## config.mk

```make
export PLATFORM = sky130hd
export DESIGN_NAME = stfms_top
export DESIGN_NICKNAME = d
export VERILOG_FILES = /design/src/hw/stfms_pkg.sv /design/src/hw/stfms_ocp.sv /design/src/hw/stfms_chop.sv /design/src/hw/stfms_top.sv
export VERILOG_INCLUDE_DIRS = /design/src /design/src/hw
export SDC_FILE = /design/constraint.sdc
export NUM_CORES = 1
export LEC_CHECK = 0
export ABC_CLOCK_PERIOD_IN_PS = 3300
export BUFFER_PORTS_ARGS = -buffer_cell sky130_fd_sc_hd__buf_2
export CAP_MARGIN = 0
export CORE_ASPECT_RATIO = 1.5
export CORE_MARGIN = 5
export CORE_UTILIZATION = 25
export DETAILED_ROUTE_END_ITERATION = 12
export HOLD_SLACK_MARGIN = 0.12
export SLEW_MARGIN = 20
export SYNTH_ARGS = -nofsm -noshare
export SYNTH_HDL_FRONTEND = slang
export SYNTH_SLANG_ARGS = --single-unit
export TNS_END_PERCENT = 20
```

## constraint.sdc

```tcl
create_clock -name hclk -period 3.3 [get_ports hclk]
set_input_delay 0.33 -clock hclk [delete_from_list [all_inputs] [get_ports hclk]]
set_output_delay 0.33 -clock hclk [all_outputs]
set_load 0.02 [all_outputs]
```

## src/hw/stfms_consts.svh

```systemverilog
// Purpose: Named numbers of the stepper fault and mode supervisor
// Assumes: 20 MHz hclk
// Notes: Times in ns; cycle counts derived, least times rounded up
`ifndef STFMS_CONSTS_SVH
`define STFMS_CONSTS_SVH

`define STFMS_CLK_NS 50
`define STFMS_CYC_UP(ns) (((ns) + `STFMS_CLK_NS - 1) / `STFMS_CLK_NS)

`define STFMS_T_SLEEP_NS 1000
`define STFMS_T_WAKE_NS 1000
`define STFMS_T_OCP_NS 2000
`define STFMS_T_RETRY_NS 1000000
`define STFMS_SLEEP_CYC `STFMS_CYC_UP(`STFMS_T_SLEEP_NS)
`define STFMS_WAKE_CYC `STFMS_CYC_UP(`STFMS_T_WAKE_NS)
`define STFMS_OCP_CYC `STFMS_CYC_UP(`STFMS_T_OCP_NS)
`define STFMS_RETRY_CYC `STFMS_CYC_UP(`STFMS_T_RETRY_NS)

`define STFMS_T_OFF10_NS 10000
`define STFMS_T_OFF20_NS 20000
`define STFMS_T_OFF30_NS 30000
`define STFMS_T_BLK09_NS 900
`define STFMS_T_BLK12_NS 1200
`define STFMS_T_BLK15_NS 1500
`define STFMS_T_BLK18_NS 1800

`define STFMS_ADDR_CTRL 8'h00
`define STFMS_ADDR_STATE 8'h04
`define STFMS_ADDR_IRQ_STAT 8'h08
`define STFMS_ADDR_IRQ_MASK 8'h0c
`define STFMS_CTRL_RST 4'h0
`define STFMS_MASK_RST 5'h00
// Sleep request idles high; a zero here would fake a sleep fall after reset
`define STFMS_SYNC_RST 13'h0080

`define STFMS_EV_OT 0
`define STFMS_EV_UV 1
`define STFMS_EV_OCA 2
`define STFMS_EV_OCB 3
`define STFMS_EV_SLP 4

`define STFMS_FULL_INC 7'h20
`define STFMS_MS_MAX 3'h5

`endif

```

## src/hw/stfms_pkg.sv

```systemverilog
// Purpose: Types of the stepper fault and mode supervisor
// Assumes: One-hot state codes
// Notes: Numbers live in stfms_consts.svh
package stfms_pkg;

	typedef enum logic [3:0] {
		MD_ACTIVE = 4'b0001,
		MD_SLPWAIT = 4'b0010,
		MD_SLEEP = 4'b0100,
		MD_WAKE = 4'b1000
	} stfms_mode_e;

	typedef enum logic [3:0] {
		CH_OFF = 4'b0001,
		CH_BLANK = 4'b0010,
		CH_DRIVE = 4'b0100,
		CH_DECAY = 4'b1000
	} stfms_chop_e;

	typedef logic [15:0] stfms_cnt_t;

endpackage

```

## src/hw/stfms_ocp.sv

```systemverilog
// Purpose: Overcurrent deglitch, shutdown and retry for one bridge
// Assumes: limit already synchronised to hclk
// Notes: clr is the undervoltage reset
`timescale 1ns/1ns
`include "stfms_consts.svh"
module stfms_ocp import stfms_pkg::*; #(
	parameter stfms_cnt_t RETRY_CYC = 16'(`STFMS_RETRY_CYC)
) (
	// Clock and reset
	input wire logic hclk,
	input wire logic hresetn,
	input wire logic clr,
	// Sense and result
	input wire logic limit,
	output logic trip_q
);
	stfms_cnt_t cnt_q;

	always_ff @(posedge hclk or negedge hresetn) begin
		if (!hresetn) begin
			trip_q <= 1'b0;
			cnt_q <= 16'h0000;
		end else if (clr) begin
			trip_q <= 1'b0;
			cnt_q <= 16'h0000;
		end else if (!trip_q) begin
			// Trip only once the limit outlasts the deglitch time
			if (!limit) begin
				cnt_q <= 16'h0000;
			end else if (cnt_q == 16'(`STFMS_OCP_CYC)) begin
				trip_q <= 1'b1;
				cnt_q <= 16'h0000;
			end else begin
				cnt_q <= cnt_q + 16'h0001;
			end
		end else if (cnt_q == RETRY_CYC - 16'h0001) begin
			trip_q <= 1'b0;
			cnt_q <= 16'h0000;
		end else begin
			cnt_q <= cnt_q + 16'h0001;
		end
	end

	chk_ocp_deglitch: assert property (@(posedge hclk) disable iff (!hresetn)
		$rose(trip_q) |-> $past(limit) && $past(cnt_q) == 16'(`STFMS_OCP_CYC))
		else $error("overcurrent trip without full deglitch");

	chk_ocp_retry_hold: assert property (@(posedge hclk) disable iff (!hresetn)
		$fell(trip_q) |-> $past(clr) || $past(cnt_q) == RETRY_CYC - 16'h0001)
		else $error("overcurrent released before retry time");
endmodule

```

## src/hw/stfms_chop.sv

```systemverilog
// Purpose: Fixed off-time chopper with blanking for one bridge
// Assumes: cmp synchronised; blank and off counts at least one
// Notes: Comparator is blind during blanking
`timescale 1ns/1ns
`include "stfms_consts.svh"
module stfms_chop import stfms_pkg::*; (
	// Clock and reset
	input wire logic hclk,
	input wire logic hresetn,
	// Control
	input wire logic run,
	input wire logic cmp,
	input wire logic [5:0] blank_cyc,
	input wire logic [9:0] off_cyc,
	// Phase
	output logic drive_q,
	output logic decay_q
);
	stfms_chop_e st_q;
	logic [9:0] cnt_q;

	always_ff @(posedge hclk or negedge hresetn) begin
		if (!hresetn) begin
			st_q <= CH_OFF;
			cnt_q <= 10'h000;
			drive_q <= 1'b0;
			decay_q <= 1'b0;
		end else if (!run) begin
			st_q <= CH_OFF;
			drive_q <= 1'b0;
			decay_q <= 1'b0;
		end else begin
			case (st_q)
				CH_OFF, CH_DECAY: begin
					if (st_q == CH_OFF || cnt_q == 10'h001) begin
						st_q <= CH_BLANK;
						cnt_q <= {4'h0, blank_cyc};
						drive_q <= 1'b1;
						decay_q <= 1'b0;
					end else begin
						cnt_q <= cnt_q - 10'h001;
					end
				end
				CH_BLANK: begin
					if (cnt_q == 10'h001) begin
						st_q <= CH_DRIVE;
					end
					cnt_q <= cnt_q - 10'h001;
				end
				CH_DRIVE: begin
					if (cmp) begin
						st_q <= CH_DECAY;
						cnt_q <= off_cyc;
						drive_q <= 1'b0;
						decay_q <= 1'b1;
					end
				end
				default: begin
					st_q <= CH_OFF;
				end
			endcase
		end
	end

	chk_blank_min_drive: assert property (@(posedge hclk) disable iff (!hresetn)
		$rose(decay_q) |-> $past(st_q) == CH_DRIVE)
		else $error("decay entered inside blanking");

	chk_off_time_len: assert property (@(posedge hclk) disable iff (!hresetn)
		$rose(decay_q) && off_cyc == 10'(`STFMS_CYC_UP(`STFMS_T_OFF10_NS)) && run
		|-> decay_q [*8])
		else $error("decay ended before off time");
endmodule

```

## src/hw/stfms_top.sv

```systemverilog
// Purpose: Fault, mode and chopping supervisor of a dual bridge stepper
// Assumes: Pins and sensors asynchronous; AHB-Lite register access
// Notes: Undervoltage clears all motor-side state, not the registers
//
// How it works
// - Overtemperature cuts both bridges, fault low
// - Resume on cool; release fault after resume
// - Undervoltage resets all motor-side logic and indexer
// - Restart on recovery; fault low meanwhile
// - Overcurrent holds bridge off for retry time
// - Fault indication clears itself on recovery
// - Sleep after delay; regulator off, bridges hi-z
// - Wake on sleep pin high after wake delay
// - Disabled outputs still let indexer advance
// - Fixed off-time decay after chopping threshold
// - Comparator ignored during blanking drive time
// - Full step down to 1/32 step
// - Overcurrent needs limit beyond deglitch time
// - Overcurrent handled per bridge independently
`timescale 1ns/1ns
`include "stfms_consts.svh"
module stfms_top import stfms_pkg::*; #(
	parameter stfms_cnt_t RETRY_CYC = 16'(`STFMS_RETRY_CYC)
) (
	// Clock and reset
	input wire logic hclk,
	input wire logic hresetn,
	// AHB-Lite slave
	input wire logic hsel,
	input wire logic [31:0] haddr,
	input wire logic [1:0] htrans,
	input wire logic hwrite,
	input wire logic [2:0] hsize,
	input wire logic hready,
	input wire logic [31:0] hwdata,
	output logic [31:0] hrdata,
	output logic hreadyout,
	output logic hresp,
	// Controller pins
	input wire logic step_pin,
	input wire logic dir_pin,
	input wire logic [2:0] microstep_select,
	input wire logic sleep_request_low,
	input wire logic output_disable_pin,
	// Sensors
	input wire logic overtemp_shutdown,
	input wire logic undervoltage_lockout,
	input wire logic [1:0] overcurrent_trip,
	input wire logic [1:0] chopping_threshold,
	// Bridge and regulator
	output logic [1:0] bridge_drive,
	output logic [1:0] bridge_decay,
	output logic bridge_hiz,
	output logic internal_regulator,
	output logic [6:0] step_position,
	// Open-drain fault pin
	input wire logic fault_indicator_low_i,
	output logic fault_indicator_low_o,
	output logic fault_indicator_low_oe,
	// Interrupt
	output logic irq
);
	function automatic logic [9:0] off_cycles(input logic [1:0] sel);
		case (sel)
			2'h1: off_cycles = 10'(`STFMS_CYC_UP(`STFMS_T_OFF20_NS));
			2'h2: off_cycles = 10'(`STFMS_CYC_UP(`STFMS_T_OFF30_NS));
			default: off_cycles = 10'(`STFMS_CYC_UP(`STFMS_T_OFF10_NS));
		endcase
	endfunction

	function automatic logic [5:0] blank_cycles(input logic [1:0] sel);
		case (sel)
			2'h1: blank_cycles = 6'(`STFMS_CYC_UP(`STFMS_T_BLK12_NS));
			2'h2: blank_cycles = 6'(`STFMS_CYC_UP(`STFMS_T_BLK15_NS));
			2'h3: blank_cycles = 6'(`STFMS_CYC_UP(`STFMS_T_BLK18_NS));
			default: blank_cycles = 6'(`STFMS_CYC_UP(`STFMS_T_BLK09_NS));
		endcase
	endfunction

	function automatic logic [6:0] step_inc(input logic [2:0] sel);
		step_inc = (sel > `STFMS_MS_MAX) ? 7'h01 : (`STFMS_FULL_INC >> sel);
	endfunction

	// Two-stage synchronisers for every pin and sensor
	logic [12:0] sync1_q;
	logic [12:0] sync2_q;
	logic step_s, dir_s, slp_s, dis_s, ot_s, uv_s;
	logic [2:0] ms_s;
	logic [1:0] oc_s, cmp_s;

	always_ff @(posedge hclk or negedge hresetn) begin
		if (!hresetn) begin
			sync1_q <= `STFMS_SYNC_RST;
			sync2_q <= `STFMS_SYNC_RST;
		end else begin
			sync1_q <= {step_pin, dir_pin, microstep_select, sleep_request_low,
				output_disable_pin, overtemp_shutdown, undervoltage_lockout,
				overcurrent_trip, chopping_threshold};
			sync2_q <= sync1_q;
		end
	end

	assign {step_s, dir_s, ms_s, slp_s, dis_s, ot_s, uv_s, oc_s, cmp_s} = sync2_q;

	// Register file
	logic [3:0] ctrl_q;
	logic [4:0] ev_q;
	logic [4:0] mask_q;
	logic wr_pend_q;
	logic [7:0] wr_addr_q;
	logic rd_take;
	logic [31:0] rd_val;
	logic [4:0] ev_set;
	logic [4:0] ev_clr;

	// Mode, indexer and fault state
	stfms_mode_e mode_q;
	stfms_cnt_t mcnt_q;
	logic [6:0] idx_q;
	logic step_prev_q;
	logic slp_prev_q;
	logic [1:0] trip;
	logic fault_now;
	logic fault_prev_q;
	logic [3:0] cond_prev_q;
	logic [1:0] run;

	assign fault_now = ot_s | uv_s | (|trip);

	// Sleep and wake sequencing, restart after undervoltage
	always_ff @(posedge hclk or negedge hresetn) begin
		if (!hresetn) begin
			mode_q <= MD_ACTIVE;
			mcnt_q <= 16'h0000;
			slp_prev_q <= 1'b1;
		end else if (uv_s) begin
			mode_q <= MD_ACTIVE;
			mcnt_q <= 16'h0000;
			slp_prev_q <= 1'b1;
		end else begin
			slp_prev_q <= slp_s;
			mcnt_q <= mcnt_q + 16'h0001;
			case (mode_q)
				MD_ACTIVE: begin
					if (slp_prev_q && !slp_s) begin
						mode_q <= MD_SLPWAIT;
						mcnt_q <= 16'h0000;
					end
				end
				MD_SLPWAIT: begin
					if (slp_s) begin
						mode_q <= MD_ACTIVE;
					end else if (mcnt_q == 16'(`STFMS_SLEEP_CYC) - 16'h0001) begin
						mode_q <= MD_SLEEP;
					end
				end
				MD_SLEEP: begin
					mcnt_q <= 16'h0000;
					if (slp_s) begin
						mode_q <= MD_WAKE;
					end
				end
				MD_WAKE: begin
					if (!slp_s) begin
						mode_q <= MD_SLEEP;
					end else if (mcnt_q == 16'(`STFMS_WAKE_CYC) - 16'h0001) begin
						mode_q <= MD_ACTIVE;
					end
				end
				default: begin
					mode_q <= MD_ACTIVE;
				end
			endcase
		end
	end

	// Indexer keeps counting while outputs are disabled
	always_ff @(posedge hclk or negedge hresetn) begin
		if (!hresetn) begin
			idx_q <= 7'h00;
			step_prev_q <= 1'b0;
		end else if (uv_s) begin
			idx_q <= 7'h00;
			step_prev_q <= 1'b0;
		end else begin
			step_prev_q <= step_s;
			if (step_s && !step_prev_q && mode_q == MD_ACTIVE) begin
				// Wraps over one electrical cycle of 128 microsteps
				if (dir_s) begin
					idx_q <= idx_q + step_inc(ms_s);
				end else begin
					idx_q <= idx_q - step_inc(ms_s);
				end
			end
		end
	end

	// Per-bridge overcurrent; one bridge tripping leaves the other running
	stfms_ocp #(.RETRY_CYC(RETRY_CYC)) u_ocp_a (
		.hclk(hclk),
		.hresetn(hresetn),
		.clr(uv_s),
		.limit(oc_s[0]),
		.trip_q(trip[0])
	);

	stfms_ocp #(.RETRY_CYC(RETRY_CYC)) u_ocp_b (
		.hclk(hclk),
		.hresetn(hresetn),
		.clr(uv_s),
		.limit(oc_s[1]),
		.trip_q(trip[1])
	);

	always_comb begin
		for (int i = 0; i < 2; i++) begin
			run[i] = mode_q == MD_ACTIVE && !dis_s && !ot_s && !uv_s && !trip[i];
		end
	end

	stfms_chop u_chop_a (
		.hclk(hclk),
		.hresetn(hresetn),
		.run(run[0]),
		.cmp(cmp_s[0]),
		.blank_cyc(blank_cycles(ctrl_q[3:2])),
		.off_cyc(off_cycles(ctrl_q[1:0])),
		.drive_q(bridge_drive[0]),
		.decay_q(bridge_decay[0])
	);

	stfms_chop u_chop_b (
		.hclk(hclk),
		.hresetn(hresetn),
		.run(run[1]),
		.cmp(cmp_s[1]),
		.blank_cyc(blank_cycles(ctrl_q[3:2])),
		.off_cyc(off_cycles(ctrl_q[1:0])),
		.drive_q(bridge_drive[1]),
		.decay_q(bridge_decay[1])
	);

	// Bridge state, regulator and position shown on the outputs
	always_ff @(posedge hclk or negedge hresetn) begin
		if (!hresetn) begin
			bridge_hiz <= 1'b1;
			internal_regulator <= 1'b0;
			step_position <= 7'h00;
		end else begin
			bridge_hiz <= mode_q == MD_SLEEP || mode_q == MD_WAKE || uv_s;
			internal_regulator <= mode_q != MD_SLEEP && !uv_s;
			if (uv_s) begin
				step_position <= 7'h00;
			end else if (mode_q == MD_ACTIVE && !dis_s) begin
				step_position <= idx_q;
			end
		end
	end

	// Fault pin held one cycle past recovery so release follows resumption
	always_ff @(posedge hclk or negedge hresetn) begin
		if (!hresetn) begin
			fault_prev_q <= 1'b0;
			fault_indicator_low_oe <= 1'b0;
			fault_indicator_low_o <= 1'b0;
		end else begin
			fault_prev_q <= fault_now;
			fault_indicator_low_oe <= fault_now | fault_prev_q;
			fault_indicator_low_o <= 1'b0;
		end
	end

	// Events: rising edges of undervoltage, each trip and entry into sleep; overtemperature rising with no other fault active
	assign ev_set = {mode_q == MD_SLEEP && !cond_prev_q[3], trip & ~cond_prev_q[2:1],
		uv_s && !cond_prev_q[0], 1'b0} | {4'h0, ot_s && !fault_prev_q && !uv_s && !(|trip)};

	always_ff @(posedge hclk or negedge hresetn) begin
		if (!hresetn) begin
			cond_prev_q <= 4'h0;
		end else begin
			cond_prev_q <= {mode_q == MD_SLEEP, trip, uv_s};
		end
	end

	// AHB-Lite: zero wait state, reads registered in the address phase
	assign rd_take = hsel && hready && htrans[1] && !hwrite;
	assign ev_clr = (wr_pend_q && wr_addr_q == `STFMS_ADDR_IRQ_STAT) ? hwdata[4:0] : 5'h00;

	always_comb begin
		case (haddr[7:0])
			`STFMS_ADDR_CTRL: rd_val = {28'h0000000, ctrl_q};
			`STFMS_ADDR_STATE: rd_val = {15'h0000, idx_q, trip, uv_s, ot_s,
				fault_now, dis_s, mode_q};
			`STFMS_ADDR_IRQ_STAT: rd_val = {27'h0000000, ev_q};
			`STFMS_ADDR_IRQ_MASK: rd_val = {27'h0000000, mask_q};
			default: rd_val = 32'h00000000;
		endcase
		if (haddr[31:8] != 24'h000000) begin
			rd_val = 32'h00000000;
		end
	end

	always_ff @(posedge hclk or negedge hresetn) begin
		if (!hresetn) begin
			wr_pend_q <= 1'b0;
			wr_addr_q <= 8'h00;
			hrdata <= 32'h00000000;
			hreadyout <= 1'b1;
			hresp <= 1'b0;
		end else begin
			hreadyout <= 1'b1;
			hresp <= 1'b0;
			if (hready) begin
				wr_pend_q <= hsel && htrans[1] && hwrite && haddr[31:8] == 24'h000000;
				wr_addr_q <= haddr[7:0];
			end
			if (rd_take) begin
				hrdata <= rd_val;
			end
		end
	end

	always_ff @(posedge hclk or negedge hresetn) begin
		if (!hresetn) begin
			ctrl_q <= `STFMS_CTRL_RST;
			mask_q <= `STFMS_MASK_RST;
		end else if (wr_pend_q) begin
			if (wr_addr_q == `STFMS_ADDR_CTRL) begin
				ctrl_q <= hwdata[3:0];
			end
			if (wr_addr_q == `STFMS_ADDR_IRQ_MASK) begin
				mask_q <= hwdata[4:0];
			end
		end
	end

	// Set wins over a same-cycle write-one clear
	always_ff @(posedge hclk or negedge hresetn) begin
		if (!hresetn) begin
			ev_q <= 5'h00;
			irq <= 1'b0;
		end else begin
			ev_q <= (ev_q & ~ev_clr) | ev_set;
			irq <= |(((ev_q & ~ev_clr) | ev_set) & mask_q);
		end
	end

	chk_ot_cuts_bridge: assert property (@(posedge hclk) disable iff (!hresetn)
		ot_s |=> !bridge_drive[0] && !bridge_drive[1] ##1 fault_indicator_low_oe)
		else $error("bridge still driven under overtemperature");

	chk_fault_after_run: assert property (@(posedge hclk) disable iff (!hresetn)
		$fell(fault_indicator_low_oe) |-> $past(fault_prev_q, 2) && !$past(fault_prev_q)
		&& !$past(fault_now))
		else $error("fault released before operation resumed");

	chk_uv_resets_idx: assert property (@(posedge hclk) disable iff (!hresetn)
		uv_s |=> idx_q == 7'h00 && mode_q == MD_ACTIVE && !internal_regulator)
		else $error("undervoltage did not reset internal state");

	chk_uv_fault_low: assert property (@(posedge hclk) disable iff (!hresetn)
		uv_s ##1 uv_s |-> fault_indicator_low_oe)
		else $error("fault pin released during undervoltage");

	chk_fault_self_clr: assert property (@(posedge hclk) disable iff (!hresetn)
		!fault_now [*2] |=> !fault_indicator_low_oe)
		else $error("fault indication did not clear itself");

	chk_sleep_delay: assert property (@(posedge hclk) disable iff (!hresetn)
		$rose(mode_q == MD_SLEEP) && $past(mode_q) == MD_SLPWAIT
		|-> $past(mcnt_q) == 16'(`STFMS_SLEEP_CYC) - 16'h0001)
		else $error("sleep entered without sleep delay");

	chk_sleep_hiz: assert property (@(posedge hclk) disable iff (!hresetn)
		mode_q == MD_SLEEP |=> bridge_hiz && !internal_regulator)
		else $error("sleep left bridge or regulator on");

	chk_wake_delay: assert property (@(posedge hclk) disable iff (!hresetn)
		mode_q == MD_WAKE |=> !bridge_drive[0] && !bridge_drive[1] && bridge_hiz)
		else $error("outputs changed during wake delay");

	chk_disable_hold: assert property (@(posedge hclk) disable iff (!hresetn)
		dis_s && !uv_s ##1 dis_s && !uv_s |-> $stable(step_position) && !bridge_drive[0])
		else $error("outputs followed indexer while disabled");

	chk_ocp_indep: assert property (@(posedge hclk) disable iff (!hresetn)
		trip[0] && !trip[1] && !ot_s && !uv_s && !dis_s && mode_q == MD_ACTIVE
		|-> run[1] && !run[0])
		else $error("one bridge trip stopped the other bridge");

	chk_fault_or: assert property (@(posedge hclk) disable iff (!hresetn)
		fault_now |=> fault_indicator_low_oe)
		else $error("fault pin not low with a fault active");
endmodule

```

# == Word level (Yosys, flattened, before mapping) ==
# Cells that the tools add are included.
# totals
ff_bits,192
in_bits,88
output_inout_bits,50
word_cells,229
# classes
addsub,7
n_lt_le_gt_ge,1
n_eq_ne,44
shift,1
mux,76
bitwise,10
reduce_logical,58
# ops
op,n
$mux W16,12
$pmux W17 S4,1
$mux W4,15
$pmux W10 S3,2
$add A16 B1 Y16 const B,3
$mux W7,6
$mux W10,4
$eq A16 B15 Y1 const B,2
$eq A16 B6 Y1 const B,2
$eq A8 B4 Y1 const B,4
$mux W32,1
$pmux W16 S2,1
$ne A3 B3 Y1 const B,10
$logic_not A24 Y1,1
$mux W1,24
$pmux W4 S3,2
$reduce_bool A24 Y1,1
$logic_and A1 B1 Y1,21
$eq A10 B1 Y1 const B,2
$pmux W10 S2,1
$sub A10 B1 Y10 const B,2
$pmux W6 S3,1
$reduce_and A3 Y1,6
$eq A16 B5 Y1 const B,1
other kinds (33),72

# == Logic depth before layout (Yosys ltp) ==
# Gate-level depths: netlist (run 1).
# depth
ltp_word,8
depth_mapped,13
mapped_depth_nobuf,13

# == By module ==
# Synthesis (run 1) repeated with hierarchy kept, for this count alone.
# unflattened
hier_cells,897
hier_area_um2,9526.6
# by_module_without_submodules
mod,n_inst,cells_each,area_per_inst_um2,seq_area_each_um2
stfms_top,1,455,5129.9,2783.9
stfms_chop,2,129,1263.7,401.6
stfms_ocp,2,92,934.6,425.4

# == Least setup slack after synthesis (run 1) ==
# No wires, ideal clock.
# synth_path
path_type,reg-to-reg
start,register sync2_q[10]
end,register idx_q[6]
setup_ps,78
arrival_ps,2600
required_time_ps,3222
path_slack_ps,622
stages_incl_launch_ff,13
n_path_buf,1
period_less_slack_ps,2678
cell_sequence,dfrtp_1 clkbuf_1 nor2b_1 inv_1 ha_1 inv_1 o21ai_0 fa_1 a211oi_1 o21ai_0 a211o_1 a21o_1 a21oi_1
# synth_between
elab_chain_len,6
elab_cells_between_ends,8
classes_between,add/sub: 2; order compare: 1; shift: 1; mux: 4
# synth_lines
element,line,text
start: declaration,stfms_top.sv:86,logic [12:0] sync2_q;
start signal: assignment,stfms_top.sv:94,sync2_q <= `STFMS_SYNC_RST;
start signal: assignment,stfms_top.sv:99,sync2_q <= sync1_q;
$gt A3 B3 Y1 (no source line) / $shr A6 B3 Y7 (equally long branches),--,
$mux W7 *,stfms_top.sv:81,step_inc = (sel > `STFMS_MS_MAX) ? 7'h01 : (`STFMS_FULL_INC >> sel);
$sub A7 B7 Y7 / $add A7 B7 Y7 (equally long branches),"stfms_top.sv:192, stfms_top.sv:190",
$mux W7 *,stfms_top.sv:189,if (dir_s) begin
$mux W7 *,stfms_top.sv:187,if (step_s && !step_prev_q && mode_q == MD_ACTIVE) begin
$mux W7 *,stfms_top.sv:182,end else if (uv_s) begin
end signal: assignment,stfms_top.sv:190,idx_q <= idx_q + step_inc(ms_s);
end signal: assignment,stfms_top.sv:192,idx_q <= idx_q - step_inc(ms_s);
end: declaration,stfms_top.sv:119,logic [6:0] idx_q;
# Mark *: on every way between the ends. The rest lies on a longest branch, timed or not. The select of a mux whose other input is x is not followed.
# A chain may end at the register's enable or synchronous reset.

# == Worst setup path after layout (run 1) ==
# layout_path
start,register sync2_q[9]
end,register idx_q[6]
# Same word-level chain as after synthesis.

==> qor.csv, run 1 <==
metric,value,unit
status,"complete, no violations",
Area Growth Syn to Fin,17.4,%
CP max stage delay,0.49,ns
final period utilization,0.861,
cells along the critical path,nor2_1 > nor2b_1 > inv_1 > ha_1 > inv_1 > o21ai_0 > fa_1 > a211oi_1 > o21ai_0 > a211o_1 > a21o_1 > a21oi_1,
Resize count post-CTS,0,
Clock transition at path regs,0.07,ns
core area,36800,um^2
CP Launch Type,flop,
Detail Route Antenna Nets,0,
Post-synth top flop,dfrtp_1,
maximum clock rate,352,MHz
number of synthesized flops with an enable pin,0,
Commonest cells post-synth,"dfrtp_1 (170), nor2_1 (104), nand2_1 (46), nor3_1 (36), inv_1 (35)",
crit path capture type,flop,
synth unique cells,87,
Critical Path RT,3.67,ns
setup TNS,0,ns
async set-or-reset flop fraction in the synthesized netlist,1.00,
sequential share of the synthesized area,0.477,
critical path class,flop to flop,
CTS tree,built,
hold buffers post-CTS,15,
Hold WS,0.145,ns
Total GRT Usage,0.112,
Worst-Skew Late Latency,0.44,ns
"Slowest-stage cell, CP",fa_1,
worst hold path class,input port to flop,
yosys warns,0,
PD cells,509,nW/um^2
Die X,167,um
final number of hold-violating endpoints,0,
std cell rows,86,
vias in the first global route,7163,
antenna cells,0,
Least-Margin Pin Slew,0.995,ns
Routed WL per cell,15.0,um
Post CTS Setup Buffer Count,0,
crit path DAT,3.21,ns
initial antenna violation count,0,
Worst Skew,0.00905,ns
CTS Buffer Depth,2,
via-per-instance ratio,4.72,
"top cells by area, synth","dfrtp_1 (46%), nor2_1 (4.2%), ha_1 (3.1%)",
relative slew slack,0.330,
synthesized area per cell,10.1,um^2
DRT iter0 DRCs,358,
H-tree depth,4,
drc violations,0,
GP Congestion,0.831,
Final nets,1118,
Max VDD drop,0.366,mV
Die H,246,um
grt ovf,0,
crit path max fanout,6,
vias,7087,
Initial DRT Pass Iterations,4,
clock sinks,177,
post-synth top area cell,dfrtp_1,
hpwl dp,16800,um
Max Cap Viol,0,
Port Buffers,87,
Top Ports,138,
Root Driver,clkbuf_16,
Synth Register Bits,177,
initial core utilization,0.253,
final WL,22600,um
share of layout cells above drive strength 1,0.180,
Post-Synthesis Cells,918,
largest net degree at the start of global routing,87,
mapped cell area,9300,um^2
endpoints failing setup,0,
Leak,4.72,nW
first-pass GRT wire length,37500,um
RSZ-0062 raised after global routing,no,
CTS Buf Count,17,
Synth top area share,0.457,
Final min period,2.84,ns
Total Die Area,41200,um^2
max-slew violation count,0,
most frequent cell after synthesis,dfrtp_1,
Reg2Reg Setup Slack,0.46,ns
## critical path: cells and delay by family, from the launching register on
| family | cells | cell delay [ns] |
|---|---|---|
| flops | 1 | 0.43 |
| fa+ha+maj | 2 | 0.75 |
| buf+inv | 2 | 0.11 |
| compound gates | 6 | 1.24 |
| simple gates | 2 | 0.26 |
## cell type report
cell class                      count  area [um^2]
Timing Repair Buffer              116          709
Clock buffer                       19          443
Clock inverter                     13          164
Inverter                           36          135
Sequential cell                   177         4440
Tap cell                          484          606
Multi-Input combinational cell    658         4420
Fill cell                        3839        25900
## worst paths after layout
kind | cells past startpoint | to | from
worst min register to register | 0 | sync2_q[11] | sync1_q[11]
max in group asynchronous | 3 | sync2_q[7] | hresetn
worst max register to register | 12 | idx_q[6] | sync2_q[9]
worst min-delay path | 2 | wr_addr_q[0] | haddr[0]
min in group asynchronous | 2 | wr_addr_q[6] | hresetn
worst max-delay path | 12 | idx_q[6] | sync2_q[9]
## kinds of logic (layout without fill, tap and decap cells)
group | Yosys count | after routing | synth area share
xor+xnor | 48 | 48 | 0.0452
buf+inv | 99 | 184 | 0.0537
simple gates | 366 | 366 | 0.218
mux | 31 | 31 | 0.0416
flops | 177 | 177 | 0.477
other cells | 2 | 18 | 0.000808
fa+ha+maj | 24 | 24 | 0.0331
compound gates | 171 | 171 | 0.130
## power breakdown
part           switching, mW  internal (mW)  leakage, nW
combinational          0.563          0.389         2.12
sequential             0.181           2.31         2.31
clock                  0.942           1.17        0.293
## per-layer routing
layer  up-vias  share of wire  global-route usage
met2       116           0.53               0.205
met3        33          0.028              0.0238
li1       3458              -                   -
met5         -              0                   0
met4         0          0.032              0.0473
met1      3480           0.41               0.125
## registers in the layout, summed over array words and instances, names as in the netlist, 10 cells and up
name and count:
u_ocp_a.cnt_q 16, sync1_q 13, mcnt_q 16, u_ocp_b.cnt_q 16, sync2_q 13, u_chop_a.cnt_q 10, hrdata 17, u_chop_b.cnt_q 10
## stage by stage
step,setup WS [ns],power [mW],instance area (um^2),utilization,cells
6_report,0.460,5.56,10900,0.297,1503
5_1_grt,0.191,5.85,10900,0.297,1503
4_1_cts,0.459,5.62,10900,0.297,1503
3_5_place_dp,0.465,3.47,10200,0.276,1456
3_3_place_gp,0.493,3.45,10200,0.276,1456
2_1_floorplan,0.622,3.21,9360,-,934
## cells in the final DEF (no fill, tap or decap), types with 18 or more instances in the layout
master   netlist  layout
a21oi_1       22      22
a22o_1        22      22
buf_2         12      86
conb_1         2      18
dfrtp_1      170     170
ha_1          23      23
inv_1         35      35
mux2_2        18      18
nand2_1       46      46
nand3_1       32      32
nor2_1       104     104
nor3_1        36      36
nor4_1        21      21
o21ai_0       28      28
xnor2_1       25      25
xor2_1        23      23
Power figures use the tool's default switching activity.
==> inputs of run 2 (changes only) <==
- CORE_UTILIZATION: 25 -> 58
- PLACE_DENSITY: not set -> 0.81
==> run 2 against run 1 <==
Global-route usage is 11 points higher; clock skew is 0.0035 ns higher; sequential share of layout area is 1.6 points higher; worst hold slack better by 0.0097 ns; core utilization is 37 points higher; die area is 55% lower; worst setup slack better by 0.038 ns; register-to-register slack better by 0.04 ns; maximum frequency is 1.4% higher; via count is 1.2% higher; non-clock buffer count is 4 lower.
==> qor.csv, run 2 (synthesized netlist as in run 1, its figures left out) <==
metric,value,unit
final period utilization,0.849,
Reg2Reg Setup Slack,0.50,ns
Reg-to-Reg End,idx_q[6],
Port Buffers,87,
status,"complete, no violations",
crit path launch,sync2_q[10],
initial core utilization,0.592,
CTS Buffer Depth,2,
Die X,113,um
Critical Path RT,3.66,ns
Power Total,5.39,mW
PD cells,513,nW/um^2
vias,7175,
Initial DRT Pass Iterations,5,
GP Congestion,0.899,
Max VDD drop,0.461,mV
Least-Margin Pin Slew,0.927,ns
max reg flops,17,
Clock transition at path regs,0.07,ns
clock sinks,177,
CTS Buf Count,17,
Register-to-Register Path Depth,11,
design area,10500,um^2
DRT iter0 DRCs,420,
final number of hold-violating endpoints,0,
worst hold path class,input port to flop,
Layout Cells excl Fill,1219,
largest net degree at the start of global routing,80,
Total GRT Usage,0.226,
Final nets,1114,
H-tree depth,4,
drc violations,0,
Leak,4.68,nW
relative slew slack,0.373,
Final min period,2.80,ns
setup TNS,0,ns
vias in the first global route,7064,
Root Driver,clkbuf_16,
Die H,165,um
DP Area,9790,um^2
critical path class,flop to flop,
initial antenna violation count,2,
Post CTS Setup Buffer Count,0,
Resize count post-CTS,0,
CTS tree,built,
"most common cell after layout, fill and taps aside",dfrtp_1,
Detail Route Antenna Nets,0,
RSZ-0062 raised after global routing,no,
core area,15700,um^2
crit path capture type,flop,
max-slew violation count,0,
final WL,20300,um
Hold WS,0.154,ns
first-pass GRT wire length,34400,um
"Most flops, register",hrdata,
Reg2Reg Launch Point,sync2_q[10],
Worst Skew,0.0126,ns
endpoints failing setup,0,
maximum clock rate,357,MHz
most frequent cells in the layout,"dfrtp_1 (170), nor2_1 (104), buf_2 (86)",
placed cells,1172,
Worst Setup EP,idx_q[6],
CP Launch Type,flop,
Worst Slack Setup Final,0.498,ns
Total Die Area,18700,um^2
Routed WL per cell,16.6,um
share of layout cells above drive strength 1,0.178,
crit path max fanout,10,
std cell rows,56,
grt ovf,0,
Worst-Skew Late Latency,0.43,ns
Area Growth Syn to Fin,13.0,%
Top Ports,138,
dpl ws,0.532,ns
Max Cap Viol,0,
crit path DAT,3.16,ns
via-per-instance ratio,5.89,
hpwl dp,14300,um
Final Util,0.669,
run 2: how the worst min path moves through the flow:
| stage | end | from | depth (start not counted) | slack (ns) |
|---|---|---|---|---|
| final | wr_addr_q[5] | haddr[5] | 2 | 0.15 |
| after global routing | wr_addr_q[5] | haddr[5] | 2 | 0.15 |
| after CTS | wr_addr_q[5] | haddr[5] | 2 | 0.15 |
| after detailed placement | sync2_q[3] | sync1_q[3] | 0 | 0.33 |
| after global placement | sync2_q[2] | sync1_q[2] | 0 | 0.33 |
| after floorplan | cond_prev_q[0] | hresetn | 0 | 0.03 |
run 2: what timing repair did:
action	in CTS	in global routing
hold endpoints to repair	83	0
hold buffers	14	0
setup endpoints to repair	0	0
run 2: worst max-delay path, cell delays in order, from the launching register on:
cell and delay [ns]:
dfrtp_1 0.47, nor2b_1 0.22, inv_1 0.06, ha_1 0.26
inv_1 0.05, o21ai_0 0.13, fa_1 0.49, a211oi_1 0.28
o21ai_0 0.18, a211o_1 0.30, a21o_1 0.17, a21oi_1 0.13
run 2: per-layer routing:
| layer | track usage | part of all wire | vias up |
|---|---|---|---|
| met5 | 0 | 0.00064 | - |
| met4 | 0.0831 | 0.022 | 2 |
| met3 | 0.0379 | 0.035 | 36 |
| met2 | 0.386 | 0.53 | 151 |
| met1 | 0.290 | 0.41 | 3529 |
| li1 | - | - | 3457 |
run 2: layout make-up:
type,instances,area (um^2)
Fill cell,1229,5190
Clock buffer,19,453
Antenna cell,1,2.50
Multi-Input combinational cell,658,4420
Tap cell,203,254
Timing Repair Buffer,112,677
Clock inverter,13,126
Sequential cell,177,4440
Inverter,36,135
run 2: report_power, final:
part / switching (mW) / total [mW] / internal [mW]
Sequential: 0.173 / 2.49 / 2.31
Clock: 0.877 / 1.97 / 1.09
Combinational: 0.554 / 0.937 / 0.383
